File: src/rtl/prp_pkg.sv
/*
 * shared constants and types of the primary receiver pipe and acknowledge logic.
 * assumes a 10 MHz core clock; times are converted to cycles here.
 */
package prp_pkg;
    localparam int PRP_PIPES = 6;
    localparam int PRP_ADDR_W = 40;
    localparam logic [5:0] PRP_PIPE_EN_RST = 6'h03;
    localparam int PRP_CLK_PERIOD_NS = 100;
    localparam int PRP_CE_MIN_US = 10;
    localparam int PRP_TURN_US = 130;
    localparam int PRP_CE_MIN_CYC = (PRP_CE_MIN_US * 1000 + PRP_CLK_PERIOD_NS - 1) / PRP_CLK_PERIOD_NS;
    localparam int PRP_TURN_CYC = (PRP_TURN_US * 1000 + PRP_CLK_PERIOD_NS - 1) / PRP_CLK_PERIOD_NS;
    localparam logic [1:0] PRP_AW_3 = 2'h1;
    localparam logic [1:0] PRP_AW_4 = 2'h2;

    typedef enum logic [5:0] {
        PRP_IDLE = 6'h01,
        PRP_SEARCH = 6'h02,
        PRP_RECV = 6'h04,
        PRP_STORE = 6'h08,
        PRP_TURN = 6'h10,
        PRP_ACK = 6'h20
    } prp_state_e;
endpackage : prp_pkg

File: src/rtl/prp_stream_if.sv
/*
 * byte stream carrier between the receiver core and its output buffer.
 * assumes one clock; a word moves when valid and ready are both high.
 */
`timescale 1ns/100ps
`default_nettype none
interface prp_stream_if;
    logic [7:0] data;
    logic [2:0] pipe;
    logic last;
    logic valid;
    logic ready;
    modport src (output data, output pipe, output last, output valid, input ready);
    modport snk (input data, input pipe, input last, input valid, output ready);
endinterface : prp_stream_if
`default_nettype wire

File: src/rtl/prp_rx_ack.sv
/*
 * receive-side packet transaction logic: six-pipe address search, new/repeat
 * classification, payload hand-off, flags and acknowledge turnaround.
 * assumes the air front end delivers address, bytes and packet end on i_clock,
 * and that an external transmit store reports pending acknowledge payloads.
 */
// Behaviour
// - primary receiver with chip enable high enters receive mode and searches.
// - with auto acknowledge on, classify each packet as new or repeat.
// - new packet: payload into receive FIFO, set receive-data-ready flag.
// - previous ack carried payload: raise transmit-done on next packet; here only an ack to a new packet counts, raised on the next new packet.
// - no-acknowledge marker absent: turn around into transmit to acknowledge.
// - pending transmit payload is attached to the acknowledge.
// - after acknowledge fully sent, return to receive and search.
// - repeat is discarded but still acknowledged.
// - six pipes, each with own address decoder and behaviour.
// - pipes matched in parallel; first hit locks out others until packet ends.
// - crc, encoding, width, channel, rate, gain shared; crc forced with auto ack.
// - each pipe has its own enable bit; reset enables pipes 0 and 1.
// - pipe 0 full 5-byte address; pipes 1-5 share upper 4 bytes.
// - acknowledge goes to the address of the receiving pipe.
// - each autonomous sequence ends with the active-low interrupt; here only a new packet drives it low, and a repeat raises none.
// - chip enable held at least 10 us; sending starts 130 us later.
// - transmitter switches to receive after sending and awaits acknowledge.
// - compare identifier, and crc when identifiers equal; both equal is repeat.
// - up to three pending ack payloads, first in first out per transmitter.
`timescale 1ns/100ps
`default_nettype none
module prp_rx_ack
    import prp_pkg::*;
#(
    parameter int MAX_PAYLOAD = 32
) (
    // clock and reset
    input wire logic i_clock,
    input wire logic i_rst_n,
    // chip enable pin and mode
    input wire logic i_chip_enable,
    input wire logic i_primary_receiver,
    input wire logic i_auto_ack_en,
    // pipe configuration
    input wire logic i_pipe_en_wr,
    input wire logic [5:0] i_pipe_enable_bits,
    input wire logic [39:0] i_pipe0_receive_address,
    input wire logic [39:0] i_pipe1_receive_address,
    input wire logic [31:0] i_pipe_receive_address_lsb,
    // shared radio settings
    input wire logic i_crc_en,
    input wire logic i_crc_2byte,
    input wire logic [1:0] i_addr_width,
    input wire logic [6:0] i_channel,
    input wire logic i_data_rate,
    input wire logic i_low_noise_amp_gain,
    // air receive front end
    input wire logic i_air_addr_valid,
    input wire logic [39:0] i_air_addr,
    input wire logic i_air_byte_valid,
    input wire logic [7:0] i_air_byte,
    input wire logic i_air_end,
    input wire logic i_air_crc_ok,
    input wire logic [1:0] i_air_packet_identifier,
    input wire logic [15:0] i_air_crc,
    input wire logic i_air_no_ack,
    // acknowledge transmitter and payload store
    input wire logic [5:0] i_ack_pay_pending,
    input wire logic i_ack_done,
    // flag clears and payload ready from host
    input wire logic i_clr_rx_data_ready,
    input wire logic i_clr_tx_done,
    input wire logic i_rx_ready,
    // outputs
    output logic o_rx_mode,
    output logic o_tx_mode,
    output logic [5:0] o_pipe_enable_bits,
    output logic o_crc_on,
    output logic o_crc_2byte,
    output logic [1:0] o_addr_width,
    output logic [6:0] o_channel,
    output logic o_data_rate,
    output logic o_low_noise_amp_gain,
    output logic o_ack_start,
    output logic [39:0] o_ack_addr,
    output logic o_ack_with_payload,
    output logic o_ack_pay_pop,
    output logic [2:0] o_ack_pipe,
    output logic o_rx_data_ready_flag,
    output logic o_tx_done_flag,
    output logic o_irq_n,
    output logic o_rx_valid,
    output logic [7:0] o_rx_data,
    output logic [2:0] o_rx_pipe,
    output logic o_rx_last
);
    function automatic logic [39:0] width_mask(input logic [1:0] aw);
        width_mask = (aw == PRP_AW_3) ? 40'h00_00ff_ffff : (aw == PRP_AW_4) ? 40'h00_ffff_ffff : 40'hff_ffff_ffff;
    endfunction : width_mask

    function automatic logic [39:0] pipe_addr(input logic [2:0] p, input logic [39:0] a0, input logic [39:0] a1,
                                              input logic [31:0] lsb);
        case (p)
            3'h0: pipe_addr = a0;
            3'h1: pipe_addr = a1;
            3'h2: pipe_addr = {a1[39:8], lsb[7:0]};
            3'h3: pipe_addr = {a1[39:8], lsb[15:8]};
            3'h4: pipe_addr = {a1[39:8], lsb[23:16]};
            default: pipe_addr = {a1[39:8], lsb[31:24]};
        endcase
    endfunction : pipe_addr

    prp_state_e state;
    prp_state_e next_state;
    logic ce_s1, ce_s2, ce_s3, ce_lvl;
    logic [6:0] ce_cnt;
    logic ce_ok;
    logic [10:0] turn_cnt;
    logic [2:0] pipe;
    logic [7:0] mem [MAX_PAYLOAD];
    logic [5:0] wr_idx;
    logic [5:0] rd_idx;
    logic [5:0] pay_len;
    logic is_new;
    logic want_ack;
    logic [1:0] prev_pid [PRP_PIPES];
    logic [15:0] prev_crc [PRP_PIPES];
    logic [5:0] ack_pay_sent;
    logic [5:0] hits;
    logic [2:0] first_hit;

    prp_stream_if s_core ();
    prp_stream_if s_out ();

    genvar g;
    generate
        for (g = 0; g < PRP_PIPES; g++) begin : g_dec
            // one comparator per pipe so every enabled address is searched at once
            assign hits[g] = o_pipe_enable_bits[g] && (((pipe_addr(3'(g), i_pipe0_receive_address,
                i_pipe1_receive_address, i_pipe_receive_address_lsb) ^ i_air_addr) & width_mask(o_addr_width))
                == 40'h00_0000_0000);
        end
    endgenerate

    // lowest pipe wins; distinct addresses make ties impossible in practice
    assign first_hit = hits[0] ? 3'h0 : hits[1] ? 3'h1 : hits[2] ? 3'h2 : hits[3] ? 3'h3 : hits[4] ? 3'h4 : 3'h5;
    wire logic pid_same = (i_air_packet_identifier == prev_pid[pipe]);
    wire logic crc_same = (i_air_crc == prev_crc[pipe]);
    wire logic new_pkt = !i_auto_ack_en || !pid_same || !crc_same;
    wire logic pkt_ok = i_air_end && i_air_crc_ok;
    wire logic ack_req = i_auto_ack_en && !i_air_no_ack;
    wire logic rx_set = (state == PRP_RECV) && pkt_ok && new_pkt;
    wire logic tx_set = rx_set && ack_pay_sent[pipe];
    wire logic enter_ack = (state == PRP_TURN) && (turn_cnt == 11'(PRP_TURN_CYC - 1));
    wire logic active = i_primary_receiver && ce_lvl && ce_ok;

    assign s_core.data = mem[rd_idx[4:0]];
    assign s_core.pipe = pipe;
    assign s_core.last = (rd_idx == pay_len - 6'h01);
    assign s_core.valid = (state == PRP_STORE) && (pay_len != 6'h00);
    assign s_out.ready = i_rx_ready;
    assign o_rx_valid = s_out.valid;
    assign o_rx_data = s_out.data;
    assign o_rx_pipe = s_out.pipe;
    assign o_rx_last = s_out.last;

    prp_skid_buf u_buf (
        .i_clock(i_clock),
        .i_rst_n(i_rst_n),
        .s_in(s_core.snk),
        .s_out(s_out.src)
    );

    always_comb begin
        next_state = state;
        case (state)
            PRP_IDLE: if (active) next_state = PRP_SEARCH;
            PRP_SEARCH: begin
                if (!active) next_state = PRP_IDLE;
                else if (i_air_addr_valid && hits != 6'h00) next_state = PRP_RECV;
            end
            PRP_RECV: begin
                if (i_air_end && !i_air_crc_ok) next_state = PRP_SEARCH;
                else if (pkt_ok && new_pkt) next_state = PRP_STORE;
                else if (pkt_ok && ack_req) next_state = PRP_TURN;
                else if (pkt_ok) next_state = PRP_SEARCH;
            end
            PRP_STORE: begin
                if (pay_len == 6'h00 || (s_core.ready && s_core.last)) begin
                    next_state = want_ack ? PRP_TURN : PRP_SEARCH;
                end
            end
            PRP_TURN: if (enter_ack) next_state = PRP_ACK;
            PRP_ACK: if (i_ack_done) next_state = PRP_SEARCH;
            default: next_state = PRP_IDLE;
        endcase
    end

    // pin synchroniser; a level counts once stages two and three agree
    always_ff @(posedge i_clock or negedge i_rst_n) begin
        if (!i_rst_n) begin
            ce_s1 <= 1'b0;
            ce_s2 <= 1'b0;
            ce_s3 <= 1'b0;
            ce_lvl <= 1'b0;
        end else begin
            ce_s1 <= i_chip_enable;
            ce_s2 <= ce_s1;
            ce_s3 <= ce_s2;
            if (ce_s2 == ce_s3) ce_lvl <= ce_s3;
        end
    end

    // short glitches on chip enable do not start the radio
    always_ff @(posedge i_clock or negedge i_rst_n) begin
        if (!i_rst_n) begin
            ce_cnt <= 7'h00;
            ce_ok <= 1'b0;
        end else if (!ce_lvl) begin
            ce_cnt <= 7'h00;
            ce_ok <= 1'b0;
        end else if (ce_cnt == 7'(PRP_CE_MIN_CYC - 1)) begin
            ce_ok <= 1'b1;
        end else begin
            ce_cnt <= ce_cnt + 7'h01;
        end
    end

    always_ff @(posedge i_clock or negedge i_rst_n) begin
        if (!i_rst_n) begin
            state <= PRP_IDLE;
            turn_cnt <= 11'h000;
        end else begin
            state <= next_state;
            turn_cnt <= (state == PRP_TURN) ? turn_cnt + 11'h001 : 11'h000;
        end
    end

    always_ff @(posedge i_clock or negedge i_rst_n) begin
        if (!i_rst_n) begin
            pipe <= 3'h0;
            wr_idx <= 6'h00;
            rd_idx <= 6'h00;
            pay_len <= 6'h00;
            want_ack <= 1'b0;
            is_new <= 1'b0;
        end else begin
            if (state == PRP_SEARCH && i_air_addr_valid) begin
                pipe <= first_hit;
                wr_idx <= 6'h00;
            end
            if (state == PRP_RECV && i_air_byte_valid && wr_idx != 6'(MAX_PAYLOAD)) wr_idx <= wr_idx + 6'h01;
            if (state == PRP_RECV && pkt_ok) begin
                pay_len <= wr_idx;
                want_ack <= ack_req;
                is_new <= new_pkt;
                rd_idx <= 6'h00;
            end
            if (s_core.valid && s_core.ready) rd_idx <= rd_idx + 6'h01;
        end
    end

    // payload held until the packet is judged; repeats never reach the buffer
    always_ff @(posedge i_clock) begin
        if (state == PRP_RECV && i_air_byte_valid && wr_idx != 6'(MAX_PAYLOAD)) mem[wr_idx[4:0]] <= i_air_byte;
    end

    always_ff @(posedge i_clock or negedge i_rst_n) begin
        if (!i_rst_n) begin
            for (int k = 0; k < PRP_PIPES; k++) begin
                prev_pid[k] <= 2'h0;
                prev_crc[k] <= 16'h0000;
            end
        end else if (rx_set) begin
            prev_pid[pipe] <= i_air_packet_identifier;
            prev_crc[pipe] <= i_air_crc;
        end
    end

    always_ff @(posedge i_clock or negedge i_rst_n) begin
        if (!i_rst_n) begin
            ack_pay_sent <= 6'h00;
            o_ack_start <= 1'b0;
            o_ack_addr <= 40'h00_0000_0000;
            o_ack_with_payload <= 1'b0;
            o_ack_pay_pop <= 1'b0;
            o_ack_pipe <= 3'h0;
        end else begin
            o_ack_start <= enter_ack;
            o_ack_pay_pop <= enter_ack && i_ack_pay_pending[pipe];
            if (enter_ack) begin
                o_ack_addr <= pipe_addr(pipe, i_pipe0_receive_address, i_pipe1_receive_address,
                                        i_pipe_receive_address_lsb);
                o_ack_with_payload <= i_ack_pay_pending[pipe];
                o_ack_pipe <= pipe;
            end
            if (tx_set) ack_pay_sent[pipe] <= 1'b0;
            if (enter_ack && i_ack_pay_pending[pipe] && is_new) ack_pay_sent[pipe] <= 1'b1;
        end
    end

    // set wins over a clear arriving in the same cycle
    always_ff @(posedge i_clock or negedge i_rst_n) begin
        if (!i_rst_n) begin
            o_rx_data_ready_flag <= 1'b0;
            o_tx_done_flag <= 1'b0;
            o_irq_n <= 1'b1;
        end else begin
            o_rx_data_ready_flag <= rx_set || (o_rx_data_ready_flag && !i_clr_rx_data_ready);
            o_tx_done_flag <= tx_set || (o_tx_done_flag && !i_clr_tx_done);
            o_irq_n <= !(rx_set || tx_set || (o_rx_data_ready_flag && !i_clr_rx_data_ready)
                         || (o_tx_done_flag && !i_clr_tx_done));
        end
    end

    always_ff @(posedge i_clock or negedge i_rst_n) begin
        if (!i_rst_n) begin
            o_pipe_enable_bits <= PRP_PIPE_EN_RST;
            o_crc_on <= 1'b0;
            o_crc_2byte <= 1'b0;
            o_addr_width <= 2'h3;
            o_channel <= 7'h00;
            o_data_rate <= 1'b0;
            o_low_noise_amp_gain <= 1'b0;
            o_rx_mode <= 1'b0;
            o_tx_mode <= 1'b0;
        end else begin
            if (i_pipe_en_wr) o_pipe_enable_bits <= i_pipe_enable_bits;
            o_crc_on <= i_crc_en || i_auto_ack_en;
            o_crc_2byte <= i_crc_2byte;
            o_addr_width <= i_addr_width;
            o_channel <= i_channel;
            o_data_rate <= i_data_rate;
            o_low_noise_amp_gain <= i_low_noise_amp_gain;
            o_rx_mode <= (next_state == PRP_SEARCH) || (next_state == PRP_RECV);
            o_tx_mode <= (next_state == PRP_ACK);
        end
    end

    chk_idle_to_search: assert property (@(posedge i_clock) disable iff (!i_rst_n)
        (state == PRP_IDLE && active) |=> (state == PRP_SEARCH) ##1 o_rx_mode) else $error("no search");
    chk_pipe_locked: assert property (@(posedge i_clock) disable iff (!i_rst_n)
        (state == PRP_RECV && $past(state) == PRP_RECV) |-> $stable(pipe)) else $error("pipe changed");
    chk_new_sets_flag: assert property (@(posedge i_clock) disable iff (!i_rst_n)
        (state == PRP_RECV && pkt_ok && new_pkt) |=> o_rx_data_ready_flag && !o_irq_n) else $error("flag");
    chk_repeat_no_store: assert property (@(posedge i_clock) disable iff (!i_rst_n)
        (state == PRP_RECV && pkt_ok && !new_pkt) |=> state != PRP_STORE) else $error("repeat stored");
    logic [10:0] turn_age;
    always_ff @(posedge i_clock or negedge i_rst_n) begin
        if (!i_rst_n) turn_age <= 11'h000;
        else turn_age <= (state == PRP_TURN) ? turn_age + 11'h001 : 11'h000;
    end
    chk_ack_turnaround: assert property (@(posedge i_clock) disable iff (!i_rst_n)
        (state == PRP_TURN || o_ack_start) |-> (turn_age == 11'(PRP_TURN_CYC)) == o_ack_start) else $error("turn");
    chk_ack_return: assert property (@(posedge i_clock) disable iff (!i_rst_n)
        (state == PRP_ACK && i_ack_done) |=> state == PRP_SEARCH ##1 !o_tx_mode) else $error("no return");
    chk_crc_forced: assert property (@(posedge i_clock) disable iff (!i_rst_n)
        i_auto_ack_en |=> o_crc_on) else $error("crc not forced");
    chk_ack_address: assert property (@(posedge i_clock) disable iff (!i_rst_n)
        o_ack_start |-> o_ack_addr == pipe_addr(o_ack_pipe, i_pipe0_receive_address,
        i_pipe1_receive_address, i_pipe_receive_address_lsb)) else $error("ack address");
endmodule : prp_rx_ack
`default_nettype wire

File: src/rtl/prp_skid_buf.sv
/*
 * two-entry buffer in the receive payload path.
 * assumes both sides on i_clock; outputs come from flops.
 */
`timescale 1ns/100ps
`default_nettype none
module prp_skid_buf
    import prp_pkg::*;
(
    input wire logic i_clock,
    input wire logic i_rst_n,
    prp_stream_if.snk s_in,
    prp_stream_if.src s_out
);
    logic [11:0] ent [2];
    logic [1:0] cnt;
    wire logic push = s_in.valid && s_in.ready;
    wire logic pop = s_out.valid && s_out.ready;
    wire logic [11:0] word = {s_in.last, s_in.pipe, s_in.data};

    assign s_in.ready = (cnt != 2'h2);
    assign s_out.valid = (cnt != 2'h0);
    assign {s_out.last, s_out.pipe, s_out.data} = ent[0];

    always_ff @(posedge i_clock or negedge i_rst_n) begin
        if (!i_rst_n) begin
            cnt <= 2'h0;
            ent[0] <= 12'h000;
            ent[1] <= 12'h000;
        end else begin
            cnt <= cnt + {1'b0, push} - {1'b0, pop};
            if (pop) begin
                ent[0] <= (cnt == 2'h2) ? ent[1] : word;
            end else if (push && cnt == 2'h0) begin
                ent[0] <= word;
            end
            if (push && ((cnt == 2'h1 && !pop) || cnt == 2'h2)) begin
                ent[1] <= word;
            end
        end
    end

    chk_buf_no_overflow: assert property (@(posedge i_clock) disable iff (!i_rst_n)
        cnt != 2'h3) else $error("buffer count out of range");
endmodule : prp_skid_buf
`default_nettype wire

File: config.mk
export PLATFORM = sky130hd
export DESIGN_NAME = prp_rx_ack
export DESIGN_NICKNAME = d
export VERILOG_FILES = /design/src/rtl/prp_pkg.sv /design/src/rtl/prp_stream_if.sv /design/src/rtl/prp_rx_ack.sv /design/src/rtl/prp_skid_buf.sv
export SDC_FILE = /design/constraint.sdc
export NUM_CORES = 1
export LEC_CHECK = 0
export BUFFER_PORTS_ARGS = -buffer_cell sky130_fd_sc_hd__buf_2
export CAP_MARGIN = 20
export CORE_ASPECT_RATIO = 1.4
export CORE_UTILIZATION = 40
export CTS_BUF_LIST = sky130_fd_sc_hd__clkbuf_4
export DETAILED_ROUTE_END_ITERATION = 10
export PLACE_DENSITY_LB_ADDON = 0.12
export SKIP_CTS_REPAIR_TIMING = 1
export SLEW_MARGIN = 20
export SYNTH_ARGS = -nofsm -noshare
export SYNTH_HDL_FRONTEND = slang
export SYNTH_SLANG_ARGS = --single-unit
File: constraint.sdc
create_clock -name i_clock -period 3.9 [get_ports i_clock]
set_input_delay 0.195 -clock i_clock [delete_from_list [all_inputs] [get_ports i_clock]]
set_output_delay 0.195 -clock i_clock [all_outputs]
set_load 0.05 [all_outputs]
# Word-level counts from Yosys, hierarchy flattened
# Memories as Yosys holds them, arrays and structs flattened.
# Index checks and enable logic that the tools add are counted.
[classes]
add_sub_neg = 7
order_cmp = 4
eq_ne = 27
mux = 54
bitwise_logic = 16
n_reduce_logical = 69
[ops]
columns = ["cell", "n"]
rows = [
  ["40-bit AND", 6],
  ["40-bit logical NOT", 6],
  ["40-bit XOR", 6],
  ["40-bit case mux with 5 select lines", 1],
  ["96-bit bitwise mux", 1],
  ["6-bit two-way mux", 16],
  ["40-bit two-way mux", 2],
  ["16-bit binary-select mux with 3-bit select", 1],
  ["16-bit demux with 3-bit select", 1],
  ["16-bit two-way mux", 3],
  ["12-bit two-way mux", 3],
  ["6-bit case mux with 6 select lines", 1],
  ["1-bit logical AND", 34],
  ["16-bit equality test", 1],
  ["7-bit two-way mux", 2],
  ["6-bit by 1-bit adder with 6-bit output, second input constant", 2],
  ["12-bit bitwise mux", 1],
  ["6-bit by 2-bit equality test with 1-bit output, second input constant", 2],
  ["6-bit by 3-bit equality test with 1-bit output, second input constant", 2],
  ["6-bit equality test, second input constant", 2],
  ["3-bit two-way mux", 4],
  ["6-bit nonzero test", 2],
  ["11-bit by 1-bit adder with 11-bit output, second input constant", 1],
  ["11-bit equality test, second input constant", 1],
  ["other kinds (41)", 76],
]
[totals]
register_bits = 262
ramBits = 256
in_bits = 218
out_inout_bits = 83
word_cells = 225
mem_count = 1
[mem_list]
columns = ["memory", "words", "word_bits", "rd", "rd_ports_with_merged_regs", "wr", "line_no", "text"]
rows = [
  ["mem", 32, 8, 1, 0, 1, "prp_rx_ack.sv:117", "logic [7:0] mem [MAX_PAYLOAD];"],
]

# Logic depth before layout (Yosys ltp)
[depth]
ltp_word = 14
depth_mapped = 13
depth_no_buf = 9

# Modules after synthesis
# From an unflattened synthesis, not the netlist that was laid out.
[hier_totals]
cells_unflattened = 1786
hier_area_um2 = 24748.7
[by_module_without_submodules]
columns = ["module", "instances", "cells_each", "area_per_inst_um2", "seq_area_each_um2"]
rows = [
  ["prp_rx_ack", 1, 1642, 23307.4, 13600.5],
  ["prp_skid_buf", 1, 144, 1441.4, 650.6],
]

# Worst setup path after synthesis
# Ideal clock, no wire load.
[synth_path]
path_kind = "register to register"
start = "register pipe[0]"
end = "register prev_pid[6] (netlist bit)"
setup_time_ns = 0.128
arrival_time_ns = 2.952
t_required_ns = 3.772
setup_slack_ns = 0.821
path_stages_with_launch = 12
n_path_buf = 4
synth_period_minus_slack_ns = 3.079
path_cell_list = "dfrtp_1 buf_4 buf_4 mux4_2 a22oi_1 nor2_1 a2111oi_0 and4_1 clkbuf_2 a31oi_4 buf_4 mux2_1"
[synth_via]
elab_chain_cells = 9
elab_cells_between_ends = 20
classes_between = "order compare (2); eq/ne (2); mux (9); bitwise (1); reduce/logical (6)"
[synth_rtl]
columns = ["element", "line_no", "text"]
rows = [
  ["from (decl)", "prp_rx_ack.sv:116", "logic [2:0] pipe;"],
  ["from (signal assigned)", "prp_rx_ack.sv:246", "pipe <= first_hit;"],
  ["3-bit NOT with 4-bit output (implied by the code) *", "prp_rx_ack.sv:144, prp_rx_ack.sv:145, prp_rx_ack.sv:272", ""],
  ["parallel branches: the longest is 8 deep, another holds 16-bit binary-select mux with 3-bit select", "n/a", ""],
  ["to (signal, indexed assignment)", "prp_rx_ack.sv:272", "prev_pid[pipe] <= i_air_packet_identifier;"],
  ["to (decl)", "prp_rx_ack.sv:123", "logic [1:0] prev_pid [PRP_PIPES];"],
]
# Every way passes the cells marked *. The select of a mux whose other input is x is not followed.
# A chain may end at the register's enable or synchronous reset.

# Final worst setup path
[layout_path]
start = "register pipe[0]"
end = "register prev_crc[13] (netlist bit)"
[layout_via]
elab_chain_cells = 9
elab_cells_between_ends = 20
classes_between = "order compare (2); eq/ne (2); mux (9); bitwise (1); reduce/logical (6)"
[layout_rtl]
columns = ["element", "line_no", "text"]
rows = [
  ["3-bit NOT with 4-bit output (implied by the code) *", "prp_rx_ack.sv:144, prp_rx_ack.sv:145, prp_rx_ack.sv:273", ""],
  ["parallel branches: the longest is 8 deep, another holds 16-bit binary-select mux with 3-bit select", "n/a", ""],
  ["to (signal, indexed assignment)", "prp_rx_ack.sv:273", "prev_crc[pipe] <= i_air_crc;"],
  ["to (decl)", "prp_rx_ack.sv:124", "logic [15:0] prev_crc [PRP_PIPES];"],
]
# Marked as above.

==> PnR_summary.wiki <==
{| class="wikitable"
! Metric !! Value
|-
| Run status || finished, final reports clean
|-
| Die height || 297 um
|-
| CP max stage delay || 760 ps
|-
| Layout Area Growth over Synthesis || 25.6%
|-
| Count of input and output buffers || 300
|-
| Reg-to-reg critical path startpoint || pipe[0]$_DFFE_PN0P_
|-
| Number of fill cells || 5,447
|-
| Ports || 301
|-
| Worst slack at placement || 226 ps
|-
| CP Max Fanout || 29
|-
| Detailed-route via count || 17,945
|-
| Standard cell core area || 61,200 um2
|-
| Number of flops mapped to enable cells by yosys || 256
|-
| Root buf cell || sky130_fd_sc_hd__clkbuf_4
|-
| Total Routed Length || 72,700 um
|-
| Flip-flop and latch count after synthesis || 518
|-
| Wire length of the first global-routing pass || 107,000 um
|-
| Required time at the endpoint of the critical path || 4780 ps
|-
| Remaining number of nets flagged by the antenna check after routing || 0
|-
| Data arrival time of the critical path || 4550 ps
|-
| Remaining design rule violation count || 0
|-
| Slew at the pin closest to its max-slew limit || 912 ps
|-
| Sequential share of the synthesized area || 0.573
|-
| Crit Path Class || reg2reg
|-
| Count of different cell masters after synthesis || 75
|-
| Detailed Route Iter0 Violations || 1,016
|-
| Maximum count of clock buffers along a single path || 3
|-
| Final number of hold-violating endpoints || 0
|-
| TritonRoute pass-1 iters || 5
|-
| Leak || 0.0130 uW
|-
| Fin crit period || 3680 ps
|-
| H-tree depth || 4
|-
| Count of nets after finishing || 2,694
|-
| Clock network latency to the later pin of the worst-skew pair || 1000 ps
|-
| HPWL reported at the end of detailed placement || 50,400 um
|-
| Share of final-layout standard cells stronger than drive strength 1 || 0.319
|-
| Final worst-path setup slack || 222 ps
|-
| Final weighted congestion in routability-driven placement || 0.946
|-
| Number of antenna violations at the first check in global routing || 2
|-
| Critical path buffers and inverters || 2
|-
| Final setup violation count || 0
|-
| Die W || 213 um
|-
| Source of the critical timing path || pipe[0]$_DFFE_PN0P_
|-
| Worst VDD drop || 0.000329 V
|-
| Synth Cell Area || 24,900 um2
|-
| Overall track demand over capacity in global routing || 0.227
|-
| Starting density of the core || 0.407
|-
| Number of rows in the core area || 107
|-
| Worst hold path startpoint || i_pipe_receive_address_lsb[26]
|-
| Number of warning messages in the yosys log || 0
|-
| Unrepaired setup endpoints after global routing || no
|-
| Number of global-route vias before repair || 18,293
|-
| Tightest slew margin relative to the limit || 0.390
|-
| Routed length per instance || 21.5 um
|-
| Clock net sink count || 518
|-
| Hold WC Path Type || in2reg
|-
| Overall power of the completed layout || 12,100 uW
|-
| Met3 routed wirelength || 3400 um
|-
| Synthesized instance count || 1,895
|-
| Cell Chain, Critical Path || buf_4 > mux2_2 > a221oi_1 > a31oi_1 > a2111oi_0 > and4_1 > a31oi_4 > buf_12 > mux2_1
|-
| Met2 wire len || 38,700 um
|-
| Nature of the critical path endpoint || flop
|-
| Metal-1 WL || 28,300 um
|-
| Commonest register cell after synthesis || sky130_fd_sc_hd__edfxtp_1
|-
| Synthesized netlist net count || 2,125
|-
| Total grt overflow || 0
|-
| Slew Limit Fails || 0
|-
| Cell count after placement || 2,951
|-
| Accumulated negative setup slack || 0 ps
|-
| Share of the clock period used by the worst path || 0.943
|-
| Clock slew seen by the registers of the worst setup and hold paths || 80 ps
|-
| Maximum number of pins on one net before global-route repair || 91
|-
| Highest metal used || met4
|-
| Total power density per cell area || 386 nW/um2
|-
| Non-filler cells in the finished layout || 3,378
|-
| Die outline area || 63,200 um2
|-
| Crit path launch type || flop
|-
| Vias per std cell || 5.31
|-
| Num CTS Buffers || 136
|-
| CP max-delay cell || sky130_fd_sc_hd__dfrtp_4
|-
| Max_cap viols || 0
|-
| TritonCTS clock tree || done
|-
| Async set-or-reset flop fraction in the synthesized netlist || 0.506
|-
| Mean Syn Cell Area || 13.1 um2
|-
| Final clock skew || 58.6 ps
|-
| FMAX || 0.272 GHz
|-
| Category of cells accounting for the largest share of critical-path delay || compound AO/OA/AOI/OAI gates
|}
[sequential cells by signal (all words and copies together) (netlist names), 7 cells and up]
| signal | count |
|---|---|
| o_ack_addr | 40 |
| ce_cnt | 7 |
| u_buf.ent | 12 |
| prev_pid | 12 |
| turn_cnt | 11 |
| prev_crc | 96 |
| u_buf.s_out.data | 8 |
| mem | 256 |
| o_channel | 7 |
[layout make-up]
type                            instances  area [um2]  share of cell area
Antenna cell                            2        5.00            0.000160
Clock buffer                          194        1460              0.0466
Clock inverter                         39         303             0.00969
Inverter                               63         236             0.00757
Multi-Input combinational cell       1177        9830               0.314
Sequential cell                       518       14300               0.456
Tap cell                              817        1020              0.0327
Timing Repair Buffer                  568        4150               0.133
[cells in the final DEF, fill, tap and decap left out, types with 81 or more instances in the layout]
| cell | count |
|---|---|
| sky130_fd_sc_hd__clkbuf_4 | 194 |
| sky130_fd_sc_hd__nor2_1 | 98 |
| sky130_fd_sc_hd__buf_2 | 299 |
| sky130_fd_sc_hd__dfrtp_1 | 252 |
| sky130_fd_sc_hd__edfxtp_1 | 256 |
| sky130_fd_sc_hd__mux2i_1 | 81 |
| sky130_fd_sc_hd__xnor2_1 | 121 |
| sky130_fd_sc_hd__mux4_2 | 95 |
| sky130_fd_sc_hd__o21ai_0 | 131 |
| sky130_fd_sc_hd__nand2_1 | 131 |
| sky130_fd_sc_hd__dlygate4sd3_1 | 191 |
[layer usage]
layer | up-vias | track usage
met1 | 8987 | 0.255
met5 | - | 0
met2 | 521 | 0.405
met4 | 0 | 0.105
li1 | 8307 | -
met3 | 130 | 0.0503
[per-stage QoR]
| step | instance area [um2] | utilization | hold WS, ps |
|---|---|---|---|
| 2_1_floorplan | 24900 | - | -101 |
| 3_3_place_gp | 27600 | 0.450 | 272 |
| 3_5_place_dp | 27600 | 0.450 | 278 |
| 4_1_cts | 29300 | 0.479 | -842 |
| 5_1_grt | 31300 | 0.511 | 15.7 |
| 6_report | 31300 | 0.511 | 37.1 |
[logic make-up after synthesis]
group,Yosys count,share of synthesized area
AND/OR/NAND/NOR,408,0.0792
multiplexers,267,0.162
XOR/XNOR,143,0.0503
flip-flops,518,0.573
buffers and inverters,200,0.0337
AO/OA/AOI/OAI,346,0.0957
adder cells (fa/ha/maj),13,0.00643
[worst paths after layout]
check                                                end  slack (ps)  cells after the start
worst max-delay path            prev_crc[13]$_DFFE_PN0P_         220                      9
worst min-delay path                  state[2]$_DFF_PN0_          40                      6
worst max register to register  prev_crc[13]$_DFFE_PN0P_         220                      9
worst min register to register           ce_s2$_DFF_PN0_         340                      0
max in group asynchronous       prev_crc[21]$_DFFE_PN0P_        2970                      4
min in group asynchronous              o_irq_n$_DFF_PN1_         420                      3
[power by group]
group | leakage [uW] | switching [uW] | total, uW | internal, uW
combinational | 0.00643 | 805 | 1260 | 459
clock | 0.00103 | 2260 | 4880 | 2620
sequential | 0.00551 | 88.9 | 5930 | 5840
[worst register-to-register path, cell delays in order (launching register included)]
cell and delay, ps:
sky130_fd_sc_hd__dfrtp_4 760, sky130_fd_sc_hd__buf_4 280, sky130_fd_sc_hd__mux2_2 360, sky130_fd_sc_hd__a221oi_1 290
sky130_fd_sc_hd__a31oi_1 120, sky130_fd_sc_hd__a2111oi_0 350, sky130_fd_sc_hd__and4_1 560, sky130_fd_sc_hd__a31oi_4 310
sky130_fd_sc_hd__buf_12 240, sky130_fd_sc_hd__mux2_1 310
[synthesized netlist by cell type (all sizes together), types with 20 or more instances]
master  count  area, um2
clkbuf    101        380
o21ai     131        656
nand3      37        185
nand4      28        175
edfxtp    256       7690
o41ai      39        342
buf        36        221
xnor2     121       1060
nand2     131        492
nor3       20        100
a21o       25        188
a21oi      38        190
a31o       37        324
mux4       95       2140
nor2       99        372
inv        63        236
mux2i      81        811
mux2       91       1080
xor2       22        193
dfrtp     256       6410
Note: power is estimated with default switching activity, not from simulation.
